**src/rtl/rsc_pkg.sv**
```systemverilog
// constants and types shared by the regulator slot control register bank
// assumes a single 40 MHz clock and an axi4-lite master on the register side
package rsc_pkg;

  // ****************************************
  // register indices and address width
  // ****************************************
  // printed offsets are not multiples of four, so they are indices
  localparam logic [15:0] RSC_IDX_REG3_CTRL = 16'h406e;
  localparam logic [15:0] RSC_IDX_REG3_ON = 16'h406f;
  localparam logic [15:0] RSC_IDX_REG3_SLEEP = 16'h4070;
  localparam logic [15:0] RSC_IDX_REG4_CTRL = 16'h4071;
  localparam logic [15:0] RSC_IDX_STATUS = 16'h4074;
  localparam logic [15:0] RSC_IDX_REG4_ON = 16'h4072;
  localparam logic [15:0] RSC_IDX_REG4_SLEEP = 16'h4073;
  localparam int RSC_ADDR_W = 18;

  // ****************************************
  // field positions
  // ****************************************
  localparam int RSC_ACT_LSB = 14;
  localparam int RSC_SRC_LSB = 11;
  localparam int RSC_HVSEL_BIT = 10;
  localparam int RSC_HMODE_LSB = 8;
  localparam int RSC_FLT_BIT = 7;
  localparam int RSC_SWI_BIT = 6;
  localparam int RSC_LP_BIT = 0;
  localparam int RSC_SLOT_LSB = 13;
  localparam int RSC_MODE_BIT = 8;
  localparam int RSC_VSEL_LSB = 0;

  // writable bit masks
  localparam logic [15:0] RSC_CTRL_MASK = 16'hdfc1;
  localparam logic [15:0] RSC_ONSL_MASK = 16'he11f;

  // ****************************************
  // reset values
  // ****************************************
  localparam logic [15:0] RSC_CTRL_RST = 16'h0200;
  localparam logic [15:0] RSC_ON_RST = 16'h0000;
  localparam logic [15:0] RSC_SLEEP_RST = 16'h0100;

  // ****************************************
  // encodings
  // ****************************************
  localparam logic [1:0] RSC_HM_OFF = 2'h1;
  localparam logic [1:0] RSC_HM_FOLLOW = 2'h3;
  localparam logic [1:0] RSC_ACT_SHUT = 2'h1;
  localparam logic [1:0] RSC_ACT_RESET = 2'h2;
  localparam logic [2:0] RSC_SLOT_HWEN1 = 3'h6;
  localparam logic [2:0] RSC_SLOT_HWEN2 = 3'h7;
  localparam logic [2:0] RSC_SLOT_NONE = 3'h0;

  // axi responses
  localparam logic [1:0] RSC_RESP_OKAY = 2'h0;
  localparam logic [1:0] RSC_RESP_SLVERR = 2'h2;

  // per-regulator decoded control
  typedef struct packed {
    logic enable_by_slot;  // enabled in a startup slot
    logic [2:0] enable_slot;  // that startup slot, 1..5
    logic hw_enable1;  // enable follows hw enable 1
    logic hw_enable2;  // enable follows hw enable 2
    logic sleep_disable;  // sleep entry disables it
    logic [2:0] sleep_slot;  // sleep entry timeslot
  } rsc_seq_t;

endpackage

```
**src/rtl/rsc_reg_side.sv**
```systemverilog
// per-regulator decode of sequencing and hardware-control settings
// assumes the register fields arrive straight from the register bank
`timescale 1ns/100ps
module rsc_reg_side (
  input wire logic [15:0] ctrl_word, // control register
  input wire logic [15:0] on_word, // on control register
  input wire logic [15:0] sleep_word, // sleep control register
  input wire logic in_sleep, // sequencer reports sleep state
  input wire logic hwctl1, // hardware control input 1
  input wire logic hwctl2, // hardware control input 2
  input wire logic undervoltage, // undervoltage event pulse
  output rsc_pkg::rsc_seq_t seq, // decoded slot settings
  output logic hw_active, // selected hw control asserted
  output logic reg_off, // regulator forced off
  output logic low_power, // low power mode in force
  output logic [4:0] voltage_code, // voltage code applied
  output logic shutdown_req, // regulator shutdown request
  output logic reset_req, // device reset request
  output logic irq_event // undervoltage interrupt event
);
  import rsc_pkg::*;

  // ****************************************
  // field extraction
  // ****************************************
  logic [1:0] action; // undervoltage action field
  logic [1:0] source; // hw control source
  logic [1:0] hmode; // hw control opmode
  logic [2:0] on_slot; // on timeslot
  logic [2:0] sl_slot; // sleep timeslot
  logic mode_now; // on or sleep mode bit
  logic [4:0] vsel_now; // on or sleep voltage
  logic assigned_hw; // enable owned by a hw input

  assign action = ctrl_word[RSC_ACT_LSB +: 2];
  assign source = ctrl_word[RSC_SRC_LSB +: 2];
  assign hmode = ctrl_word[RSC_HMODE_LSB +: 2];
  assign on_slot = on_word[RSC_SLOT_LSB +: 3];
  assign sl_slot = sleep_word[RSC_SLOT_LSB +: 3];

  // decode of the regulator behaviour
  always_comb begin
    hw_active = (source[0] & hwctl1) | (source[1] & hwctl2);
    mode_now = in_sleep ? sleep_word[RSC_MODE_BIT] : on_word[RSC_MODE_BIT];
    vsel_now = in_sleep ? sleep_word[RSC_VSEL_LSB +: 5]
                        : on_word[RSC_VSEL_LSB +: 5];
    reg_off = 1'b0;
    low_power = mode_now;
    voltage_code = vsel_now;
    if (hw_active) begin
      voltage_code = ctrl_word[RSC_HVSEL_BIT] ? sleep_word[RSC_VSEL_LSB +: 5]
                                              : on_word[RSC_VSEL_LSB +: 5];
      if (hmode == RSC_HM_OFF) begin
        reg_off = 1'b1;
        low_power = 1'b0;
      end else if (hmode == RSC_HM_FOLLOW) begin
        low_power = on_word[RSC_MODE_BIT];
      end else begin
        low_power = 1'b1;
      end
    end
  end

  // sequencing decode
  always_comb begin
    assigned_hw = (on_slot == RSC_SLOT_HWEN1) | (on_slot == RSC_SLOT_HWEN2);
    seq = '0;
    seq.enable_by_slot = (on_slot != RSC_SLOT_NONE) & ~assigned_hw;
    seq.enable_slot = seq.enable_by_slot ? on_slot : 3'h0;
    seq.hw_enable1 = (on_slot == RSC_SLOT_HWEN1);
    seq.hw_enable2 = (on_slot == RSC_SLOT_HWEN2);
    case (sl_slot)
      3'h0: seq.sleep_slot = 3'h5;
      3'h6: seq.sleep_slot = 3'h3;
      3'h7: seq.sleep_slot = 3'h1;
      default: seq.sleep_slot = 3'h6 - sl_slot;
    endcase
    seq.sleep_disable = (sl_slot != 3'h0) & (sl_slot < 3'h6) & ~assigned_hw;
  end

  assign irq_event = undervoltage;
  assign shutdown_req = undervoltage & (action == RSC_ACT_SHUT);
  assign reset_req = undervoltage & (action == RSC_ACT_RESET);

endmodule

```
**src/rtl/rsc_regbank.sv**
```systemverilog
// axi4-lite register bank for regulator 3 and 4 control
// assumes axi4-lite master, synchronous inputs, single 40 MHz clock
`timescale 1ns/100ps
module rsc_regbank (
  input wire logic clk, // 40 MHz clock
  input wire logic rstn, // async reset, active low
  input wire logic [rsc_pkg::RSC_ADDR_W-1:0] s_axi_awaddr, // write address
  input wire logic s_axi_awvalid, // write address valid
  output logic s_axi_awready, // write address ready
  input wire logic [31:0] s_axi_wdata, // write data
  input wire logic [3:0] s_axi_wstrb, // byte strobes
  input wire logic s_axi_wvalid, // write data valid
  output logic s_axi_wready, // write data ready
  output logic [1:0] s_axi_bresp, // write response
  output logic s_axi_bvalid, // write response valid
  input wire logic s_axi_bready, // write response ready
  input wire logic [rsc_pkg::RSC_ADDR_W-1:0] s_axi_araddr, // read address
  input wire logic s_axi_arvalid, // read address valid
  output logic s_axi_arready, // read address ready
  output logic [31:0] s_axi_rdata, // read data
  output logic [1:0] s_axi_rresp, // read response
  output logic s_axi_rvalid, // read valid
  input wire logic s_axi_rready, // read ready
  input wire logic in_sleep, // sequencer in sleep state
  input wire logic hwctl1, // hardware control input 1
  input wire logic hwctl2, // hardware control input 2
  input wire logic reg3_undervoltage, // reg3 undervoltage pulse
  input wire logic reg4_undervoltage, // reg4 undervoltage pulse
  output rsc_pkg::rsc_seq_t reg3_seq, // reg3 slot settings
  output logic reg3_off, // reg3 forced off
  output logic reg3_low_power, // reg3 low power in force
  output logic reg3_lowpower_variant, // 0 50mA, 1 20mA
  output logic reg3_output_float, // float when disabled
  output logic reg3_switch_mode, // switch mode selected
  output logic [4:0] reg3_voltage, // reg3 applied voltage code
  output logic reg4_off, // reg4 forced off
  output logic reg4_low_power, // reg4 low power in force
  output logic [4:0] reg4_voltage, // reg4 applied voltage code
  output logic reg_shutdown3, // reg3 shutdown pulse
  output logic reg_shutdown4, // reg4 shutdown pulse
  output logic device_reset_req, // device reset pulse
  output logic undervoltage_irq // undervoltage interrupt pulse
);
  import rsc_pkg::*;

  // behaviour in brief:
  // - a write needs both halves parked; its response waits for bready
  // - a read answers one cycle after its address is taken
  // - applied regulator settings are registered one cycle late, so the
  //   analogue side never sees a half-decoded control word
  // - undervoltage events give one-cycle pulses and a sticky status bit
  // limitation: only byte lanes 0 and 1 reach the 16-bit registers

  // ****************************************
  // state
  // ****************************************
  typedef struct packed {
    logic [15:0] r3_ctrl; // reg3 control
    logic [15:0] r3_on; // reg3 on control
    logic [15:0] r3_sleep; // reg3 sleep control
    logic [15:0] r4_ctrl; // reg4 control
    logic [15:0] r4_on; // reg4 on control
    logic [15:0] r4_sleep; // reg4 sleep control
    logic [1:0] uv_seen; // sticky undervoltage seen bits
    logic aw_held; // address captured
    logic w_held; // data captured
    logic [15:0] aw_idx; // captured write index
    logic [31:0] wdata; // captured data
    logic [3:0] wstrb; // captured strobes
    logic bvalid; // write response pending
    logic [1:0] bresp; // write response code
    logic rvalid; // read data pending
    logic [31:0] rdata; // read data
    logic [1:0] rresp; // read response code
    logic shut3; // reg3 shutdown pulse
    logic shut4; // reg4 shutdown pulse
    logic dev_rst; // device reset pulse
    logic irq; // interrupt pulse
    logic r3_off; // registered reg3 off
    logic r3_lp; // registered reg3 low power
    logic [4:0] r3_v; // registered reg3 voltage
    logic r4_off; // registered reg4 off
    logic r4_lp; // registered reg4 low power
    logic [4:0] r4_v; // registered reg4 voltage
  } rsc_state_t;

  rsc_state_t st_reg; // current state
  rsc_state_t st_next; // next state

  // decoded outputs from the two regulator decoders
  logic h3_act, h4_act; // hw control active
  logic o3, o4, lp3, lp4; // off and low power
  logic [4:0] v3, v4; // voltage codes
  logic s3, s4, rr3, rr4, i3, i4; // event decodes

  // ****************************************
  // regulator decoders
  // ****************************************
  // reg3 own action field
  rsc_reg_side u_reg3 (
    .ctrl_word(st_reg.r3_ctrl),
    .on_word(st_reg.r3_on),
    .sleep_word(st_reg.r3_sleep),
    .in_sleep(in_sleep),
    .hwctl1(hwctl1),
    .hwctl2(hwctl2),
    .undervoltage(reg3_undervoltage),
    .seq(reg3_seq),
    .hw_active(h3_act),
    .reg_off(o3),
    .low_power(lp3),
    .voltage_code(v3),
    .shutdown_req(s3),
    .reset_req(rr3),
    .irq_event(i3)
  );

  // reg4 shares the field layout; its slot decode is not exported
  rsc_reg_side u_reg4 (
    .ctrl_word(st_reg.r4_ctrl),
    .on_word(st_reg.r4_on),
    .sleep_word(st_reg.r4_sleep),
    .in_sleep(in_sleep),
    .hwctl1(hwctl1),
    .hwctl2(hwctl2),
    .undervoltage(reg4_undervoltage),
    .seq(),
    .hw_active(h4_act),
    .reg_off(o4),
    .low_power(lp4),
    .voltage_code(v4),
    .shutdown_req(s4),
    .reset_req(rr4),
    .irq_event(i4)
  );

  // upper strobes are ignored: the registers are only 16 bits wide
  // read-only and reserved bits are forced to zero by the mask
  // merge a 16-bit register with strobes and mask
  function automatic logic [15:0] merge(input logic [15:0] old,
                                        input logic [31:0] d,
                                        input logic [3:0] s,
                                        input logic [15:0] m);
    logic [15:0] r;
    r = old;
    if (s[0]) begin
      r[7:0] = d[7:0];
    end
    if (s[1]) begin
      r[15:8] = d[15:8];
    end
    return r & m;
  endfunction

  // ****************************************
  // next-state logic
  // ****************************************
  // one process computes the whole next state, so bus, event pulses
  // and applied settings never fight over a flop
  always_comb begin
    logic [15:0] ridx;
    logic hit;
    logic [15:0] rword;
    ridx = 16'h0000;
    hit = 1'b0;
    rword = 16'h0000;
    // hold everything unless a branch below changes it
    st_next = st_reg;
    // either half may come first; each is parked until its partner
    // capture write address and data independently
    if (s_axi_awvalid && !st_reg.aw_held) begin
      st_next.aw_held = 1'b1;
      st_next.aw_idx = s_axi_awaddr[RSC_ADDR_W-1:2];
    end
    if (s_axi_wvalid && !st_reg.w_held) begin
      st_next.w_held = 1'b1;
      st_next.wdata = s_axi_wdata;
      st_next.wstrb = s_axi_wstrb;
    end
    // commit once both halves are held and no response waits
    if (st_reg.aw_held && st_reg.w_held && !st_reg.bvalid) begin
      st_next.aw_held = 1'b0;
      st_next.w_held = 1'b0;
      st_next.bvalid = 1'b1;
      st_next.bresp = RSC_RESP_OKAY;
      case (st_reg.aw_idx)
        RSC_IDX_REG3_CTRL: st_next.r3_ctrl = merge(st_reg.r3_ctrl,
            st_reg.wdata, st_reg.wstrb, RSC_CTRL_MASK);
        RSC_IDX_REG3_ON: st_next.r3_on = merge(st_reg.r3_on,
            st_reg.wdata, st_reg.wstrb, RSC_ONSL_MASK);
        RSC_IDX_REG3_SLEEP: st_next.r3_sleep = merge(st_reg.r3_sleep,
            st_reg.wdata, st_reg.wstrb, RSC_ONSL_MASK);
        RSC_IDX_REG4_CTRL: st_next.r4_ctrl = merge(st_reg.r4_ctrl,
            st_reg.wdata, st_reg.wstrb, RSC_CTRL_MASK);
        RSC_IDX_REG4_ON: st_next.r4_on = merge(st_reg.r4_on,
            st_reg.wdata, st_reg.wstrb, RSC_ONSL_MASK);
        RSC_IDX_REG4_SLEEP: st_next.r4_sleep = merge(st_reg.r4_sleep,
            st_reg.wdata, st_reg.wstrb, RSC_ONSL_MASK);
        RSC_IDX_STATUS: begin
          // write one to clear sticky bits
          if (st_reg.wstrb[0]) begin
            st_next.uv_seen = st_reg.uv_seen & ~st_reg.wdata[1:0];
          end
        end
        // unmapped index: error response, nothing written
        default: st_next.bresp = RSC_RESP_SLVERR;
      endcase
    end
    if (st_reg.bvalid && s_axi_bready) begin
      st_next.bvalid = 1'b0;
    end
    // read: one cycle from address to data
    // arready stays low while data wait, holding off a second read
    if (s_axi_arvalid && !st_reg.rvalid) begin
      ridx = s_axi_araddr[RSC_ADDR_W-1:2];
      hit = 1'b1;
      case (ridx)
        RSC_IDX_REG3_CTRL: rword = st_reg.r3_ctrl;
        RSC_IDX_REG3_ON: rword = st_reg.r3_on;
        RSC_IDX_REG3_SLEEP: rword = st_reg.r3_sleep;
        RSC_IDX_REG4_CTRL: rword = st_reg.r4_ctrl;
        RSC_IDX_REG4_ON: rword = st_reg.r4_on;
        RSC_IDX_REG4_SLEEP: rword = st_reg.r4_sleep;
        RSC_IDX_STATUS: rword = {10'h000, h4_act, h3_act, 2'h0,
                                 st_reg.uv_seen};
        // unmapped read: zero data and an error response
        default: hit = 1'b0;
      endcase
      st_next.rvalid = 1'b1;
      st_next.rdata = {16'h0000, rword};
      st_next.rresp = hit ? RSC_RESP_OKAY : RSC_RESP_SLVERR;
    end else if (st_reg.rvalid && s_axi_rready) begin
      st_next.rvalid = 1'b0;
    end
    // event side runs every cycle, whatever the bus is doing
    // both regulators share one interrupt; status tells them apart
    // sticky seen bits, set beats clear
    st_next.uv_seen = st_next.uv_seen | {i4, i3};
    st_next.irq = i3 | i4;
    st_next.shut3 = s3;
    st_next.shut4 = s4;
    st_next.dev_rst = rr3 | rr4;
    // one cycle of lag buys glitch-free control levels
    // registered applied settings
    st_next.r3_off = o3;
    st_next.r3_lp = lp3;
    st_next.r3_v = v3;
    st_next.r4_off = o4;
    st_next.r4_lp = lp4;
    st_next.r4_v = v4;
  end

  // state register
  // reset loads the register defaults and clears the rest, which
  // leaves all three ready outputs high straight out of reset
  always_ff @(posedge clk or negedge rstn) begin
    if (!rstn) begin
      st_reg <= '0;
      st_reg.r3_ctrl <= RSC_CTRL_RST;
      st_reg.r3_on <= RSC_ON_RST;
      st_reg.r3_sleep <= RSC_SLEEP_RST;
      st_reg.r4_ctrl <= RSC_CTRL_RST;
      st_reg.r4_on <= RSC_ON_RST;
      st_reg.r4_sleep <= RSC_SLEEP_RST;
    end else begin
      st_reg <= st_next;
    end
  end

  // ****************************************
  // outputs
  // ****************************************
  // ready signals are combinational from the parked and read-pending flags; valid,
  // data and response codes come straight from flip-flops
  assign s_axi_awready = !st_reg.aw_held;
  assign s_axi_wready = !st_reg.w_held;
  assign s_axi_bvalid = st_reg.bvalid;
  assign s_axi_bresp = st_reg.bresp;
  assign s_axi_arready = !st_reg.rvalid;
  assign s_axi_rvalid = st_reg.rvalid;
  assign s_axi_rdata = st_reg.rdata;
  assign s_axi_rresp = st_reg.rresp;
  assign reg3_lowpower_variant = st_reg.r3_ctrl[RSC_LP_BIT];
  assign reg3_output_float = st_reg.r3_ctrl[RSC_FLT_BIT];
  assign reg3_switch_mode = st_reg.r3_ctrl[RSC_SWI_BIT];
  assign reg3_off = st_reg.r3_off;
  assign reg3_low_power = st_reg.r3_lp;
  assign reg3_voltage = st_reg.r3_v;
  assign reg4_off = st_reg.r4_off;
  assign reg4_low_power = st_reg.r4_lp;
  assign reg4_voltage = st_reg.r4_v;
  assign reg_shutdown3 = st_reg.shut3;
  assign reg_shutdown4 = st_reg.shut4;
  assign device_reset_req = st_reg.dev_rst;
  assign undervoltage_irq = st_reg.irq;
  // reg3 decoded via own fields in u_reg3

endmodule

```
**config.mk**
```make
export PLATFORM = sky130hd
export DESIGN_NAME = rsc_regbank
export DESIGN_NICKNAME = d
export VERILOG_FILES = /design/src/rtl/rsc_pkg.sv /design/src/rtl/rsc_reg_side.sv /design/src/rtl/rsc_regbank.sv
export SDC_FILE = /design/constraint.sdc
export NUM_CORES = 1
export LEC_CHECK = 0
export ABC_CLOCK_PERIOD_IN_PS = 2700
export BUFFER_PORTS_ARGS = -buffer_cell sky130_fd_sc_hd__buf_2
export CAP_MARGIN = 20
export CORE_MARGIN = 4
export CORE_UTILIZATION = 42
export CTS_CLUSTER_SIZE = 12
export DETAILED_ROUTE_END_ITERATION = 10
export PLACE_DENSITY_LB_ADDON = 0.05
export REMOVE_ABC_BUFFERS = 1
export SLEW_MARGIN = 20
export SYNTH_ARGS = -nofsm -noshare
export SYNTH_HDL_FRONTEND = slang
export SYNTH_HIERARCHICAL = 1
export SYNTH_SLANG_ARGS = --single-unit
```
**constraint.sdc**
```tcl
create_clock -name clk -period 2.7 [get_ports clk]
set_input_delay 0.135 -clock clk [delete_from_list [all_inputs] [get_ports clk]]
set_output_delay 0.135 -clock clk [all_outputs]
set_load 0.02 [all_outputs]
```
**Word level (Yosys, flattened, before mapping)**

Index checks and enable logic that the tools add are counted.
W data, S select, Z words.

- Register bits after elaboration: 134
- Latch bits: 0
- Bits in writable memories: 0
- ROM bits: 0
- Output and inout port bits: 72
- Word-level logic and storage cells: 147
- Memories: 0

- Add/sub/neg operators: 1
- $mul: 0
- Div/mod/pow operators: 0
- $lt $le $gt $ge: 1
- Equal/unequal tests: 26
- Shift-type cells: 0
- Muxes and demuxes: 34
- Bitwise operators: 20
- Reductions and logical operators: 32

Operator list:

| kind | count |
|---|---|
| $eq A16 B15 Y1 const B | 14 |
| $pmux W16 S7 | 1 |
| $reduce_and A3 Y1 | 12 |
| $mux W5 | 6 |
| $mux W1 | 19 |
| $reduce_or A7 Y1 | 2 |
| $eq A3 B3 Y1 const B | 4 |
| $and A1 B1 Y1 | 11 |
| $pmux W3 S3 | 1 |
| $eq A2 B1 Y1 const B | 4 |
| $eq A2 B2 Y1 const B | 4 |
| $mux W2 | 4 |
| $reduce_bool A2 Y1 | 4 |
| $logic_and A1 B1 Y1 | 7 |
| $mux W3 | 2 |
| $reduce_bool A3 Y1 | 2 |
| $or A1 B1 Y1 | 5 |
| $logic_not A1 Y1 | 4 |
| $mux W4 | 1 |
| $logic_not A3 Y1 | 1 |
| $lt A3 B3 Y1 const B | 1 |
| $sub A3 B3 Y3 const A | 1 |
| $and A2 B2 Y2 | 1 |
| $not A2 Y2 | 1 |
| 2 further kinds | 2 |

**Longest topological paths before layout**

- Depth in word-level cells: 6
- Mapped depth: 6

**Hierarchy**

The synthesis kept the hierarchy.

Modules (own cells, without submodules):

| module | times used | cells each | area an instance (um2) | sequential area each (um2) |
|---|---|---|---|---|
| rsc_regbank | 1 | 431 | 5894.4 | 3283.1 |
| rsc_reg_side | 2 | 46 | 319.1 | 0.0 |

**Worst setup path after synthesis**

OpenSTA, ideal clock, no wires.

- Path kind: flip-flop to flip-flop
- Start point: reg st_reg[105] (netlist bit)
- End point: reg st_reg[152] (netlist bit)
- Setup time: 0.125 ns
- Arrival time: 1.762 ns
- Path slack: 0.813 ns
- Stages on the path, launching flop included: 5
- Buffers on the path: 0
- Period minus slack after synthesis: 1.887 ns
- Path through: dfrtp_1 nor4b_4 nand4_4 nor4_4 mux2_2

- Word-level cells in the longest chain between the ends: 2

Ends and longest elaborated chain:

| item | line | text |
|---|---|---|
| start, declared | rsc_regbank.sv:87 | `rsc_state_t st_reg;` |
| start signal, assigned | rsc_regbank.sv:266 | `st_reg <= st_next;` |
| $eq A16 B15 Y1 | rsc_regbank.sv:186 | `case (st_reg.aw_idx)` |
| $reduce_and A3 Y1 (no source line) | - |  |

Every way passes these cells.
A chain may end at the register's enable or synchronous reset.

**Worst setup path in the final report**

- Start point: reg st_reg[105] (netlist bit)
- End point: reg st_reg[204] (netlist bit)

The elaborated chain is that of the path after synthesis.

==> flow_metrics.py <==
metrics = {
    "run_status": {
        "status": "finished clean",
    },
    "finish": {
        "drive_gt1_share_pct": 46.3,
        "antenna_cells": 0,
        "syn_to_final_growth_pct": 23.4,
        "layout_common_cells": "dfrtp_1, buf_2, mux2_2",
        "final_common_cell": "dfrtp_1",
        "largest_reg_flops": 90,
        "num-fill-cells": 1309,
        "nets": 718,
    },
    "clock_tree": {
        "post_cts_buffers": 0,
        "cts_root_buffer": "clkbuf_16",
        "tritoncts": "done",
        "cts_sinks": 131,
        "cts.repair.resized": 0,
        "clk_pin_slew_ns": 0.06,
        "cts_buffers": 17,
        "htreeDepth": 4,
        "hold_buffers": 40,
        "cts_buffer_depth": 2,
        "worstSkewPairLatency_ns": 0.42,
    },
    "die": {
        "rows": 44,
        "die-area_sq_um": 17200,
        "dieWidth_um": 131,
        "fp.dieH_um": 131,
        "start_util_pct": 43.3,
        "ios": 156,
        "core_sq_um": 14700,
    },
    "sta": {
        "fin_skew_ns": 0.0120,
        "worst_pin_slew_ns": 0.745,
        "slew_headroom_pct": 50.3,
        "hold_violations": 0,
        "rsz0062_at_grt": "no",
        "finalSetupViolations": 0,
        "layout_min_cycle_time_ns": 2.17,
        "tns_ns": 0,
        "slew_violations": 0,
        "fin_ws_ns": 0.534,
        "final.period_utilization_pct": 80.2,
        "fmax_mhz": 462,
    },
    "setup_path": {
        "end_kind": "register",
        "cp-start-kind": "register",
        "critPathKind": "reg -> reg",
        "arrival_ns": 2.46,
        "cp_max_fo": 7,
        "required_ns": 2.99,
    },
    "logic_synthesis": {
        "syn_avg_cell_area_sq_um": 12.9,
        "syn_inst": 495,
        "yosysWarningCount": 6,
        "synth.cell_area_sq_um": 6370,
    },
    "detailed_routing": {
        "ant_nets": 0,
        "dr.pass1.iters": 5,
        "viasPerCell": 5.07,
        "totalWireLength_um": 14300,
        "drc": 0,
        "drtIter0Drc": 177,
        "vias": 4187,
        "avgRoutedWirePerCell_um": 17.3,
    },
    "pwr": {
        "p_per_area_nw_per_um2": 723,
        "peakVddDrop_uv": 657,
        "p_leak_uw": 0.00382,
    },
    "job": {
        "drv_cap": 0,
    },
    "hold_path": {
        "hold_path.class": "in -> reg",
    },
    "global_route": {
        "grt_pass1_vias": 4289,
        "grt_max_degree": 58,
        "grt_remaining_overflow": 0,
        "grt_pass1_wl_um": 23200,
        "antenna_found_initial": 0,
        "grt_usage_pct": 17.2,
    },
    "placement": {
        "port_buffers": 114,
        "dp_hpwl_um": 10300,
        "gp_congestion": 0.764,
        "dp_worst_setup_slack_ns": 0.483,
    },
}
[per-stage QoR]
stage	instance area, sq um	power (uW)	cells	hold WS (ns)	util (%)
floorplan	6000	3150	448	-0.161	-
global placement	6900	3510	755	0.243	46.9
detailed placement	6900	3540	755	0.250	46.9
CTS	7860	5750	826	0.0313	53.4
global route	7860	5960	826	0.0509	53.4
finish	7860	5680	826	0.0539	53.4
[power breakdown]
group	total, uW	internal (uW)	leakage [uW]	switching (uW)
Clock	2140	1330	0.000261	813
Sequential	2580	2270	0.00171	316
Combinational	953	476	0.00185	477
Total	5680	4070	0.00382	1610
[cell type report]
type | count | area (sq um) | area share (%)
clock buffer | 23 | 478 | 6.08
clock inverter | 8 | 78.8 | 1.00
inverter | 10 | 37.5 | 0.478
multi-input combinational | 307 | 2680 | 34.1
sequential | 131 | 3280 | 41.8
tap | 184 | 230 | 2.93
timing repair buffer | 163 | 1070 | 13.6
[path summary, 6_finish.rpt]
path,slack [ns],cells after the start,startpoint,end
max in group asynchronous,1.69,3,rstn,st_reg[130]
worst min-delay path,0.05,3,in_sleep,reg3_low_power
worst max register to register,0.53,4,st_reg[105],st_reg[204]
worst max-delay path,0.53,4,st_reg[105],st_reg[204]
min in group asynchronous,0.32,2,rstn,st_reg[67]
worst min register to register,0.47,2,s_axi_rdata[6],s_axi_rdata[6]
[worst max-delay path, stage by stage (launching register included)]
cell	delay, ns
dfrtp_1	0.40
nor4b_4	0.43
nand4_1	0.30
nor2_2	0.51
mux2_2	0.40
[routing by layer]
| metal | global-route usage (%) | vias up | share of wire (%) |
|---|---|---|---|
| met3 | 5.24 | 13 | 4.4 |
| met4 | 5.31 | 0 | 1.1 |
| li1 | - | 2008 | - |
| met5 | 0 | - | 0 |
| met2 | 27.6 | 92 | 49 |
| met1 | 22.7 | 2074 | 46 |
Note: power is estimated with default switching activity, not from simulation.
